[src/verilog/cgpdc_map.svh]
`ifndef CGPDC_MAP_SVH
`define CGPDC_MAP_SVH
// ****************************************************************
// register byte addresses, page in the high byte
// ****************************************************************
`define CGPDC_ADDR_SOFT 16'h001C
`define CGPDC_ADDR_PDN 16'h001E
`define CGPDC_ADDR_DRV0A 16'h0103
`define CGPDC_ADDR_DRV0 16'h0108
`define CGPDC_ADDR_DRV1 16'h010D
`define CGPDC_ADDR_DRV2 16'h0112
`define CGPDC_ADDR_DRV3 16'h0117
`define CGPDC_ADDR_DRV4 16'h011C
`define CGPDC_ADDR_DRV5 16'h0121
`define CGPDC_ADDR_DRV6 16'h0126
`define CGPDC_ADDR_DRV7 16'h012B
`define CGPDC_ADDR_DRV8 16'h0130
`define CGPDC_ADDR_DRV9 16'h0135
`define CGPDC_ADDR_DRV9A 16'h013A
`define CGPDC_ADDR_ALL 16'h0145
`define CGPDC_ADDR_OSC 16'h090E
`define CGPDC_ADDR_REFF 16'h0940
`define CGPDC_ADDR_IOCFG 16'h0941
`define CGPDC_PAGE_LOC 8'h01
`define CGPDC_N_DRV 12
// ****************************************************************
// field positions
// ****************************************************************
`define CGPDC_BIT_SOFT 0
`define CGPDC_BIT_DEVPDN 0
`define CGPDC_BIT_HARD 1
`define CGPDC_BIT_DRV 0
`define CGPDC_BIT_ALL 0
`define CGPDC_BIT_OSC 1
`define CGPDC_BIT_IO1V8 0
`define CGPDC_BIT_XTAL 1
// ****************************************************************
// reset and blank-image values
// ****************************************************************
`define CGPDC_RST_PAGE 8'h00
`define CGPDC_RST_DRV 1'b1
`define CGPDC_BLANK_ZERO 8'h00
`define CGPDC_BLANK_DRV 8'h01
`define CGPDC_BLANK_OSC 8'h02
`define CGPDC_BLANK_REFF 8'h30
`define CGPDC_BLANK_IOCFG 8'h03
`define CGPDC_NVM_WORDS 18
// ****************************************************************
// timing
// ****************************************************************
`define CGPDC_CLK_NS 8
`define CGPDC_ALIGN_NS 80
`define CGPDC_ALIGN_CYC ((`CGPDC_ALIGN_NS + `CGPDC_CLK_NS - 1) / `CGPDC_CLK_NS)
`endif

[src/verilog/cgpdc_pkg.sv]
// ****************************************************************
// shared types
// ****************************************************************
package cgpdc_pkg;
    // one register write, from host or from the image loader
    typedef struct packed {
        logic en;
        logic [15:0] addr;
        logic [7:0] data;
    } cgpdc_wr_s;
    // sequencer states
    typedef enum logic [1:0] {
        ST_BOOT = 2'b00,
        ST_LOAD = 2'b01,
        ST_ALIGN = 2'b10,
        ST_RUN = 2'b11
    } cgpdc_state_e;
endpackage

[src/verilog/cgpdc_nvm_loader.sv]
`timescale 1ns/1ns
`include "cgpdc_map.svh"
module cgpdc_nvm_loader
    import cgpdc_pkg::*;
(
    input wire logic core_clk_i,
    input wire logic rst_i,
    input wire logic start_i,
    output logic busy_o,
    output cgpdc_wr_s wr_o
);
    // ****************************************************************
    // nonvolatile configuration memory, blank image
    // ****************************************************************
    localparam int NW = `CGPDC_NVM_WORDS;
    localparam int IW = $clog2(NW);
    localparam logic [IW-1:0] LAST = IW'(NW - 1);
    localparam logic [23:0] NVM_MEM [NW] = '{
        {`CGPDC_ADDR_SOFT, `CGPDC_BLANK_ZERO},
        {`CGPDC_ADDR_PDN, `CGPDC_BLANK_ZERO},
        {`CGPDC_ADDR_DRV0A, `CGPDC_BLANK_DRV},
        {`CGPDC_ADDR_DRV0, `CGPDC_BLANK_DRV},
        {`CGPDC_ADDR_DRV1, `CGPDC_BLANK_DRV},
        {`CGPDC_ADDR_DRV2, `CGPDC_BLANK_DRV},
        {`CGPDC_ADDR_DRV3, `CGPDC_BLANK_DRV},
        {`CGPDC_ADDR_DRV4, `CGPDC_BLANK_DRV},
        {`CGPDC_ADDR_DRV5, `CGPDC_BLANK_DRV},
        {`CGPDC_ADDR_DRV6, `CGPDC_BLANK_DRV},
        {`CGPDC_ADDR_DRV7, `CGPDC_BLANK_DRV},
        {`CGPDC_ADDR_DRV8, `CGPDC_BLANK_DRV},
        {`CGPDC_ADDR_DRV9, `CGPDC_BLANK_DRV},
        {`CGPDC_ADDR_DRV9A, `CGPDC_BLANK_DRV},
        {`CGPDC_ADDR_ALL, `CGPDC_BLANK_ZERO},
        {`CGPDC_ADDR_OSC, `CGPDC_BLANK_OSC},
        {`CGPDC_ADDR_REFF, `CGPDC_BLANK_REFF},
        {`CGPDC_ADDR_IOCFG, `CGPDC_BLANK_IOCFG}
    };

    logic busy_r;
    logic [IW-1:0] idx_r;

    // walk the image one word per cycle after a start pulse
    always_ff @(posedge core_clk_i) begin
        if (rst_i) begin
            busy_r <= 1'b0;
            idx_r <= '0;
        end else if (start_i) begin
            busy_r <= 1'b1;
            idx_r <= '0;
        end else if (busy_r) begin
            busy_r <= (idx_r != LAST);
            idx_r <= (idx_r == LAST) ? '0 : IW'(idx_r + 1'b1);
        end
    end

    // current word as a write strobe
    assign busy_o = busy_r;
    assign wr_o = '{en: busy_r, addr: NVM_MEM[idx_r][23:8], data: NVM_MEM[idx_r][7:0]};
endmodule // cgpdc_nvm_loader

[src/verilog/cgpdc_top.sv]
`timescale 1ns/1ns
`include "cgpdc_map.svh"
module cgpdc_top
    import cgpdc_pkg::*;
#(
    parameter int ALIGN_CYC = `CGPDC_ALIGN_CYC
) (
    input wire logic core_clk_i,
    input wire logic rst_i,
    input wire logic reg_wr_i,
    input wire logic reg_rd_i,
    input wire logic [7:0] reg_addr_i,
    input wire logic [7:0] reg_wdata_i,
    input wire logic external_reset_pin_n_i,
    output logic [7:0] reg_rdata_o,
    output logic reg_rvalid_o,
    output logic core_en_o,
    output logic [`CGPDC_N_DRV-1:0] drv_en_o,
    output logic osc_run_o,
    output logic align_o,
    output logic loading_o,
    output logic [7:0] ref_freq_mhz_o,
    output logic ref_is_xtal_o,
    output logic io_1v8_o
);
    // ****************************************************************
    // constants and checks
    // ****************************************************************
    localparam int ND = `CGPDC_N_DRV;
    localparam int CW = $clog2(ALIGN_CYC + 1);
    localparam logic [CW-1:0] ALIGN_LAST = CW'(ALIGN_CYC - 1);
    localparam logic [15:0] DRV_ADDR [ND] = '{
        `CGPDC_ADDR_DRV0A, `CGPDC_ADDR_DRV0, `CGPDC_ADDR_DRV1, `CGPDC_ADDR_DRV2,
        `CGPDC_ADDR_DRV3, `CGPDC_ADDR_DRV4, `CGPDC_ADDR_DRV5, `CGPDC_ADDR_DRV6,
        `CGPDC_ADDR_DRV7, `CGPDC_ADDR_DRV8, `CGPDC_ADDR_DRV9, `CGPDC_ADDR_DRV9A
    };

    generate
        if (ALIGN_CYC < 8 || ALIGN_CYC > 255) begin : g_bad_align
            $error("ALIGN_CYC must lie in 8..255");
        end
    endgenerate

    // ****************************************************************
    // state and register storage
    // ****************************************************************
    cgpdc_state_e state_r;
    cgpdc_state_e state_nxt;
    logic [CW-1:0] align_cnt_r;
    logic [7:0] page_r;
    logic soft_rst_r;
    logic soft_rst_nxt;
    logic hard_pend_r;
    logic hard_pend_nxt;
    logic dev_pdn_r;
    logic [ND-1:0] drv_off_r;
    logic all_off_r;
    logic osc_en_r;
    logic [7:0] ref_freq_r;
    logic io_1v8_r;
    logic xtal_r;
    logic [7:0] rdata_r;
    logic rvalid_r;
    logic core_en_r;
    logic [ND-1:0] drv_en_r;
    logic [ND-1:0] drv_en_nxt;
    logic osc_run_r;
    logic align_r;
    logic loading_r;

    // ****************************************************************
    // write path: loader owns the port while the image streams in
    // ****************************************************************
    logic ld_start;
    logic ld_busy;
    cgpdc_wr_s ld_wr;
    cgpdc_wr_s wr;
    logic host_ok;
    logic host_pg_wr;
    logic [15:0] host_addr;
    logic align_end;

    assign ld_start = (state_r == ST_BOOT) && external_reset_pin_n_i;

    cgpdc_nvm_loader u_loader (
        .core_clk_i(core_clk_i),
        .rst_i(rst_i),
        .start_i(ld_start),
        .busy_o(ld_busy),
        .wr_o(ld_wr)
    );

    // host accesses land on the selected page; page select is on every page
    assign host_ok = (state_r == ST_ALIGN) || (state_r == ST_RUN);
    assign host_addr = {page_r, reg_addr_i};
    assign host_pg_wr = reg_wr_i && host_ok && (reg_addr_i == `CGPDC_PAGE_LOC);
    assign wr = ld_wr.en ? ld_wr :
        cgpdc_wr_s'{en: reg_wr_i && host_ok && !host_pg_wr, addr: host_addr, data: reg_wdata_i};
    assign align_end = (state_r == ST_ALIGN) && (align_cnt_r == ALIGN_LAST);

    // write decode
    logic hit_soft;
    logic hit_pdn;
    logic hit_all;
    logic hit_osc;
    logic hit_reff;
    logic hit_io;
    logic [ND-1:0] hit_drv;
    assign hit_soft = wr.en && (wr.addr == `CGPDC_ADDR_SOFT);
    assign hit_pdn = wr.en && (wr.addr == `CGPDC_ADDR_PDN);
    assign hit_all = wr.en && (wr.addr == `CGPDC_ADDR_ALL);
    assign hit_osc = wr.en && (wr.addr == `CGPDC_ADDR_OSC);
    assign hit_reff = wr.en && (wr.addr == `CGPDC_ADDR_REFF);
    assign hit_io = wr.en && (wr.addr == `CGPDC_ADDR_IOCFG);

    // soft reset clears itself at the end of alignment; a new write wins
    assign soft_rst_nxt = hit_soft ? wr.data[`CGPDC_BIT_SOFT] :
        (align_end ? 1'b0 : soft_rst_r);
    // hard request is dropped once the sequencer reboots; a set wins
    assign hard_pend_nxt = (hit_pdn && wr.data[`CGPDC_BIT_HARD]) ||
        (hard_pend_r && (state_r != ST_BOOT));

    // ****************************************************************
    // control registers
    // ****************************************************************
    // page, reset requests and device power-down
    always_ff @(posedge core_clk_i) begin
        if (rst_i) begin
            page_r <= `CGPDC_RST_PAGE;
            soft_rst_r <= 1'b0;
            hard_pend_r <= 1'b0;
            dev_pdn_r <= 1'b0;
        end else begin
            page_r <= host_pg_wr ? reg_wdata_i : page_r;
            soft_rst_r <= soft_rst_nxt;
            hard_pend_r <= hard_pend_nxt;
            dev_pdn_r <= hit_pdn ? wr.data[`CGPDC_BIT_DEVPDN] : dev_pdn_r;
        end
    end

    // all-off, oscillator and reference configuration, blank values at reset
    always_ff @(posedge core_clk_i) begin
        if (rst_i) begin
            all_off_r <= 1'b0;
            osc_en_r <= 1'b1;
            ref_freq_r <= `CGPDC_BLANK_REFF;
            io_1v8_r <= 1'b1;
            xtal_r <= 1'b1;
        end else begin
            all_off_r <= hit_all ? wr.data[`CGPDC_BIT_ALL] : all_off_r;
            osc_en_r <= hit_osc ? wr.data[`CGPDC_BIT_OSC] : osc_en_r;
            ref_freq_r <= hit_reff ? wr.data : ref_freq_r;
            io_1v8_r <= hit_io ? wr.data[`CGPDC_BIT_IO1V8] : io_1v8_r;
            xtal_r <= hit_io ? wr.data[`CGPDC_BIT_XTAL] : xtal_r;
        end
    end

    // one off bit per driver, bit 0 of its own register
    logic [ND-1:0] rd_drv;
    genvar gi;
    generate
        for (gi = 0; gi < ND; gi++) begin : g_drv
            assign hit_drv[gi] = wr.en && (wr.addr == DRV_ADDR[gi]);
            assign rd_drv[gi] = (host_addr == DRV_ADDR[gi]);
            always_ff @(posedge core_clk_i) begin
                if (rst_i) begin
                    drv_off_r[gi] <= `CGPDC_RST_DRV;
                end else if (hit_drv[gi]) begin
                    drv_off_r[gi] <= wr.data[`CGPDC_BIT_DRV];
                end
            end
        end
    endgenerate

    // ****************************************************************
    // read path, one byte per register, unused bits zero
    // ****************************************************************
    logic rd_page;
    logic [7:0] rd_byte;
    assign rd_page = (reg_addr_i == `CGPDC_PAGE_LOC);
    assign rd_byte = rd_page ? page_r : (
        ({8{host_addr == `CGPDC_ADDR_SOFT}} & (8'(soft_rst_r) << `CGPDC_BIT_SOFT)) |
        ({8{host_addr == `CGPDC_ADDR_PDN}} & ((8'(hard_pend_r) << `CGPDC_BIT_HARD) |
            (8'(dev_pdn_r) << `CGPDC_BIT_DEVPDN))) |
        ({8{|rd_drv}} & (8'(|(rd_drv & drv_off_r)) << `CGPDC_BIT_DRV)) |
        ({8{host_addr == `CGPDC_ADDR_ALL}} & (8'(all_off_r) << `CGPDC_BIT_ALL)) |
        ({8{host_addr == `CGPDC_ADDR_OSC}} & (8'(osc_en_r) << `CGPDC_BIT_OSC)) |
        ({8{host_addr == `CGPDC_ADDR_REFF}} & ref_freq_r) |
        ({8{host_addr == `CGPDC_ADDR_IOCFG}} & ((8'(xtal_r) << `CGPDC_BIT_XTAL) |
            (8'(io_1v8_r) << `CGPDC_BIT_IO1V8))));

    // read answer one cycle after the strobe, in every state
    always_ff @(posedge core_clk_i) begin
        if (rst_i) begin
            rdata_r <= `CGPDC_BLANK_ZERO;
            rvalid_r <= 1'b0;
        end else begin
            rdata_r <= reg_rd_i ? rd_byte : rdata_r;
            rvalid_r <= reg_rd_i;
        end
    end

    // ****************************************************************
    // sequencer: boot, image load, alignment, run
    // ****************************************************************
    always_comb begin
        state_nxt = state_r;
        case (state_r)
            ST_BOOT: state_nxt = ST_LOAD;
            ST_LOAD: state_nxt = ld_busy ? ST_LOAD : ST_ALIGN;
            ST_ALIGN: state_nxt = align_end ? ST_RUN : ST_ALIGN;
            ST_RUN: begin
                if (hard_pend_r) begin
                    state_nxt = ST_BOOT;
                end else if (soft_rst_r) begin
                    state_nxt = ST_ALIGN;
                end
            end
            default: state_nxt = ST_BOOT;
        endcase
        if (!external_reset_pin_n_i) begin
            state_nxt = ST_BOOT;
        end
    end

    // state and alignment counter
    always_ff @(posedge core_clk_i) begin
        if (rst_i) begin
            state_r <= ST_BOOT;
            align_cnt_r <= '0;
        end else begin
            state_r <= state_nxt;
            align_cnt_r <= (state_r == ST_ALIGN) ? CW'(align_cnt_r + 1'b1) : '0;
        end
    end

    // ****************************************************************
    // registered outputs
    // ****************************************************************
    // a driver runs only in run state with its own bit, all-off and device pdn low
    assign drv_en_nxt = (state_r == ST_RUN && !dev_pdn_r && !all_off_r) ?
        ~drv_off_r : '0;

    always_ff @(posedge core_clk_i) begin
        if (rst_i) begin
            core_en_r <= 1'b0;
            drv_en_r <= '0;
            osc_run_r <= 1'b0;
            align_r <= 1'b0;
            loading_r <= 1'b0;
        end else begin
            core_en_r <= !dev_pdn_r;
            drv_en_r <= drv_en_nxt;
            osc_run_r <= osc_en_r && !dev_pdn_r;
            align_r <= (state_r != ST_RUN);
            loading_r <= (state_r == ST_LOAD);
        end
    end

    assign reg_rdata_o = rdata_r;
    assign reg_rvalid_o = rvalid_r;
    assign core_en_o = core_en_r;
    assign drv_en_o = drv_en_r;
    assign osc_run_o = osc_run_r;
    assign align_o = align_r;
    assign loading_o = loading_r;
    assign ref_freq_mhz_o = ref_freq_r;
    assign ref_is_xtal_o = xtal_r;
    assign io_1v8_o = io_1v8_r;
endmodule // cgpdc_top

[config.mk]
export PLATFORM = sky130hd
export DESIGN_NAME = cgpdc_top
export DESIGN_NICKNAME = d
export VERILOG_FILES = /design/src/verilog/cgpdc_pkg.sv /design/src/verilog/cgpdc_nvm_loader.sv /design/src/verilog/cgpdc_top.sv
export VERILOG_INCLUDE_DIRS = /design/src /design/src/verilog
export SDC_FILE = /design/constraint.sdc
export NUM_CORES = 1
export LEC_CHECK = 0
export ABC_CLOCK_PERIOD_IN_PS = 6490
export BUFFER_PORTS_ARGS = -buffer_cell sky130_fd_sc_hd__buf_2
export CAP_MARGIN = 0
export CELL_PAD_IN_SITES_DETAIL_PLACEMENT = 0
export CELL_PAD_IN_SITES_GLOBAL_PLACEMENT = 1
export CORE_MARGIN = 10
export CORE_UTILIZATION = 35
export CTS_CLUSTER_SIZE = 8
export DETAILED_ROUTE_END_ITERATION = 12
export PLACE_DENSITY_LB_ADDON = 0.1
export SLEW_MARGIN = 20
export SYNTH_ARGS = -nofsm -noshare
export SYNTH_HDL_FRONTEND = slang
export SYNTH_SLANG_ARGS = --single-unit
[constraint.sdc]
create_clock -name core_clk_i -period 6.49 [get_ports core_clk_i]
set_input_delay 0.3245 -clock core_clk_i [delete_from_list [all_inputs] [get_ports core_clk_i]]
set_output_delay 0.3245 -clock core_clk_i [all_outputs]
set_load 0.005 [all_outputs]
==> flow_summary_export.csv <==
group,metric,value,unit
timing,finClkSkew,10.2,ps
timing,rsz0062_at_grt,"no",
detailed_routing,drc,0,
placement,gp_congestion,0.855,
synthesis,postSynthAreaPerCell,8.50,µm²
synthesis,syn_area,3720,µm²
detailed_routing,routed_wirelength,11000,µm
power_and_ir_drop,p_int,654,µW
power_and_ir_drop,p_leak,1.63,nW
floorplanning,rows,37,
detailed_routing,wl_per_cell,17.9,µm
floorplanning,core_region_area,10300,µm²
timing,setup_viol,0,
cts,clkTransAtPathRegs,80,ps
timing,finalSetupTns,0,ps
synthesis,yosys_warnings,0,
power_and_ir_drop,pwr-share-comb,0.101,
global_routing,first_global_vias,3240,
critical_path,critPathLaunch,"u_loader.busy_o",
floorplanning,die_area,15200,µm²
synthesis,synth.cells.most_frequent,"dfxtp_1 (72), nor2_1 (72), mux2i_1 (27), nand2_1 (27)",
timing,slew_headroom,0.274,
timing,max_freq,323,MHz
floorplanning,die_h,123,µm
global_routing,antenna_found_initial,0,
finish,fin_util,0.410,
placement,portBuffers,55,
cts,cts_root_buf,"clkbuf_8",
critical_path,end_kind,"flip-flop",
synthesis,synth_seq_cells,72,
critical_path,worstPathRequired,6730,ps
power_and_ir_drop,swShare,0.271,
synthesis,ys_seq_area_frac,0.387,
finish,num_antenna_cells,0,
synthesis,synthArstFlopShare,0,
cts,htreeDepth,3,
global_routing,grtUsageTotal,0.148,
critical_path,max_stage_delay,800,ps
cts,clock_latency,350,ps
synthesis,synth_area_leaders,"dfxtp_1 (39%), mux2i_1 (7.3%), nor2_1 (7.3%)",
critical_path,regToRegStartpoint,"u_loader.busy_o",
synthesis,yosys.area.top_type,"dfxtp_1",
critical_path,cp_data_arrival_time,3340,ps
critical_path,crit_fanout,26,
critical_path,critPathKind,"flip-flop to flip-flop",
detailed_routing,ant_nets,0,
status,status,"completed",
floorplanning,dieWidth,123,µm
critical_path,startpoint_type,"flip-flop",
cts,cts_buffer_depth,2,
global_routing,grt_max_degree,57,
synthesis,synth.lib_cells_used.distinct,71,
synthesis,synth_flop_cell,"dfxtp_1",
finish,drive_above_1_share,0.182,
detailed_routing,vias,3286,
timing,whs,236,ps
power_and_ir_drop,ir_drop,0.000104,V
worst_hold_path,hp-start,"reg_wdata_i[5]",
power_and_ir_drop,seqPwrFrac,0.506,
worst_hold_path,hp-class,"input pin to flip-flop",
job,cap_violations,0,
cts,cts_resized,0,
critical_path,critical-path-slowest-cell,"dfxtp_1",
synthesis,yosysTopAreaCellShare,0.387,
global_routing,grt_pass1_wl,17700,µm
global_routing,overflow,0,
timing,fin_crit,3100,ps
finish,syn2layout_area_growth,13.9,%
finish,nets,504,
synthesis,synthCells,438,
cts,cts_tree,"done",
timing,finalHoldViolCount,0,
timing,period_share,0.477,
cts,cts-hold-fix-buffers,0,
placement,dpl.hpwl,8110,µm
synthesis,syn_nets,468,
detailed_routing,first_iter_violations,234,
power_and_ir_drop,power.switching,243,µW
detailed_routing,via_per_inst,5.35,
detailed_routing,dr.pass1.iters,4,
cts,numClockSinks,72,
floorplanning,ios,56,
timing,finalMaxSlewViolations,0,
power_and_ir_drop,power_density,212,nW/µm²
cts,cts_setup_buffers,0,
floorplanning,start_util,0.360,
cts,numCtsBuffers,9,
power_and_ir_drop,clock_power_share,0.393,
synthesis,synth-edff-count,0,
timing,worst_pin_slew,1090,ps
critical_path,crit_chain,"nor2b_1 > o21ai_1 > a2111oi_1 > nor4b_1 > nand2_1 > mux2i_1",
## worst paths after layout
kind,endpoint,slack [ps],cells past startpoint
hold reg to reg,drv_en_o[2],450,1
setup reg to reg,soft_rst_r,3390,6
hold / removal,page_r[5],240,3
setup / recovery,soft_rst_r,3390,6
## per-layer routing
layer,vias up,wire length (µm),GRT usage
li1,1652,-,-
met1,1572,5450,0.201
met2,54,4960,0.230
met3,8,511,0.0365
met4,0,93,0.0371
met5,-,0,0
## logic make-up (layout without fill, tap and decap cells)
logic type | Yosys count | after routing | share of synthesized area
mux | 28 | 28 | 0.0787
fa+ha+maj | 9 | 9 | 0.0303
xor+xnor | 4 | 4 | 0.00942
flops | 72 | 72 | 0.387
compound gates | 89 | 89 | 0.163
buf+inv | 41 | 81 | 0.0454
simple gates | 195 | 195 | 0.285
## sequential cells by signal (all words and copies together), names as in the netlist, 2 cells and up
name / flops
align_cnt_r: 4
ref_freq_mhz_o: 8
u_loader.idx_r: 5
drv_off_r: 12
reg_rdata_o: 8
state_r: 2
drv_en_o: 12
page_r: 8
## worst max-delay path, delay by kind of cell, from the launching register on
family             cells  cell delay [ps]
and+or+nand+nor        3             1160
AOI/OAI and AO/OA      2              890
DFF                    1              800
muxes                  1              140
## power groups by stage
stage	clock network (mW)	logic (mW)	registers (mW)
6_report	0.353	0.0906	0.454
5_1_grt	0.381	0.101	0.455
4_1_cts	0.366	0.0905	0.454
3_5_place_dp	0	0.0902	0.465
3_3_place_gp	0	0.0899	0.464
2_1_floorplan	0	0.0627	0.460
## cell type report
| cell class | count | area [µm²] |
|---|---|---|
| inverters | 10 | 37.5 |
| multi-input cells | 325 | 2120 |
| well taps | 136 | 170 |
| repair buffers | 56 | 283 |
| fillers | 1078 | 6090 |
| flip-flops and latches | 72 | 1440 |
| clock inverters | 5 | 58.8 |
| clock buffers | 10 | 128 |
## through the flow
step	std cells	instance area (µm²)	setup slack [ps]	total power [mW]
after global placement	599	4040	3240	0.554
final	614	4240	3390	0.897
after global routing	614	4240	3010	0.937
after CTS	614	4240	3380	0.911
after detailed placement	599	4050	3400	0.555
after floorplan	438	3720	3920	0.523
## cell usage in the layout, fill, tap and decap left out, types with 8 or more instances in the layout
cell and instances:
a211oi_1 8, a21oi_1 19, a22oi_1 9, mux2i_1 27, nand3_1 9, nand2b_1 11
inv_1 10, nand2_1 27, clkbuf_8 9, buf_2 55, dfxtp_1 72, ha_1 9
and3_1 9, nor2_1 72, o21ai_0 12
Note: power is estimated with default switching activity, not from simulation.
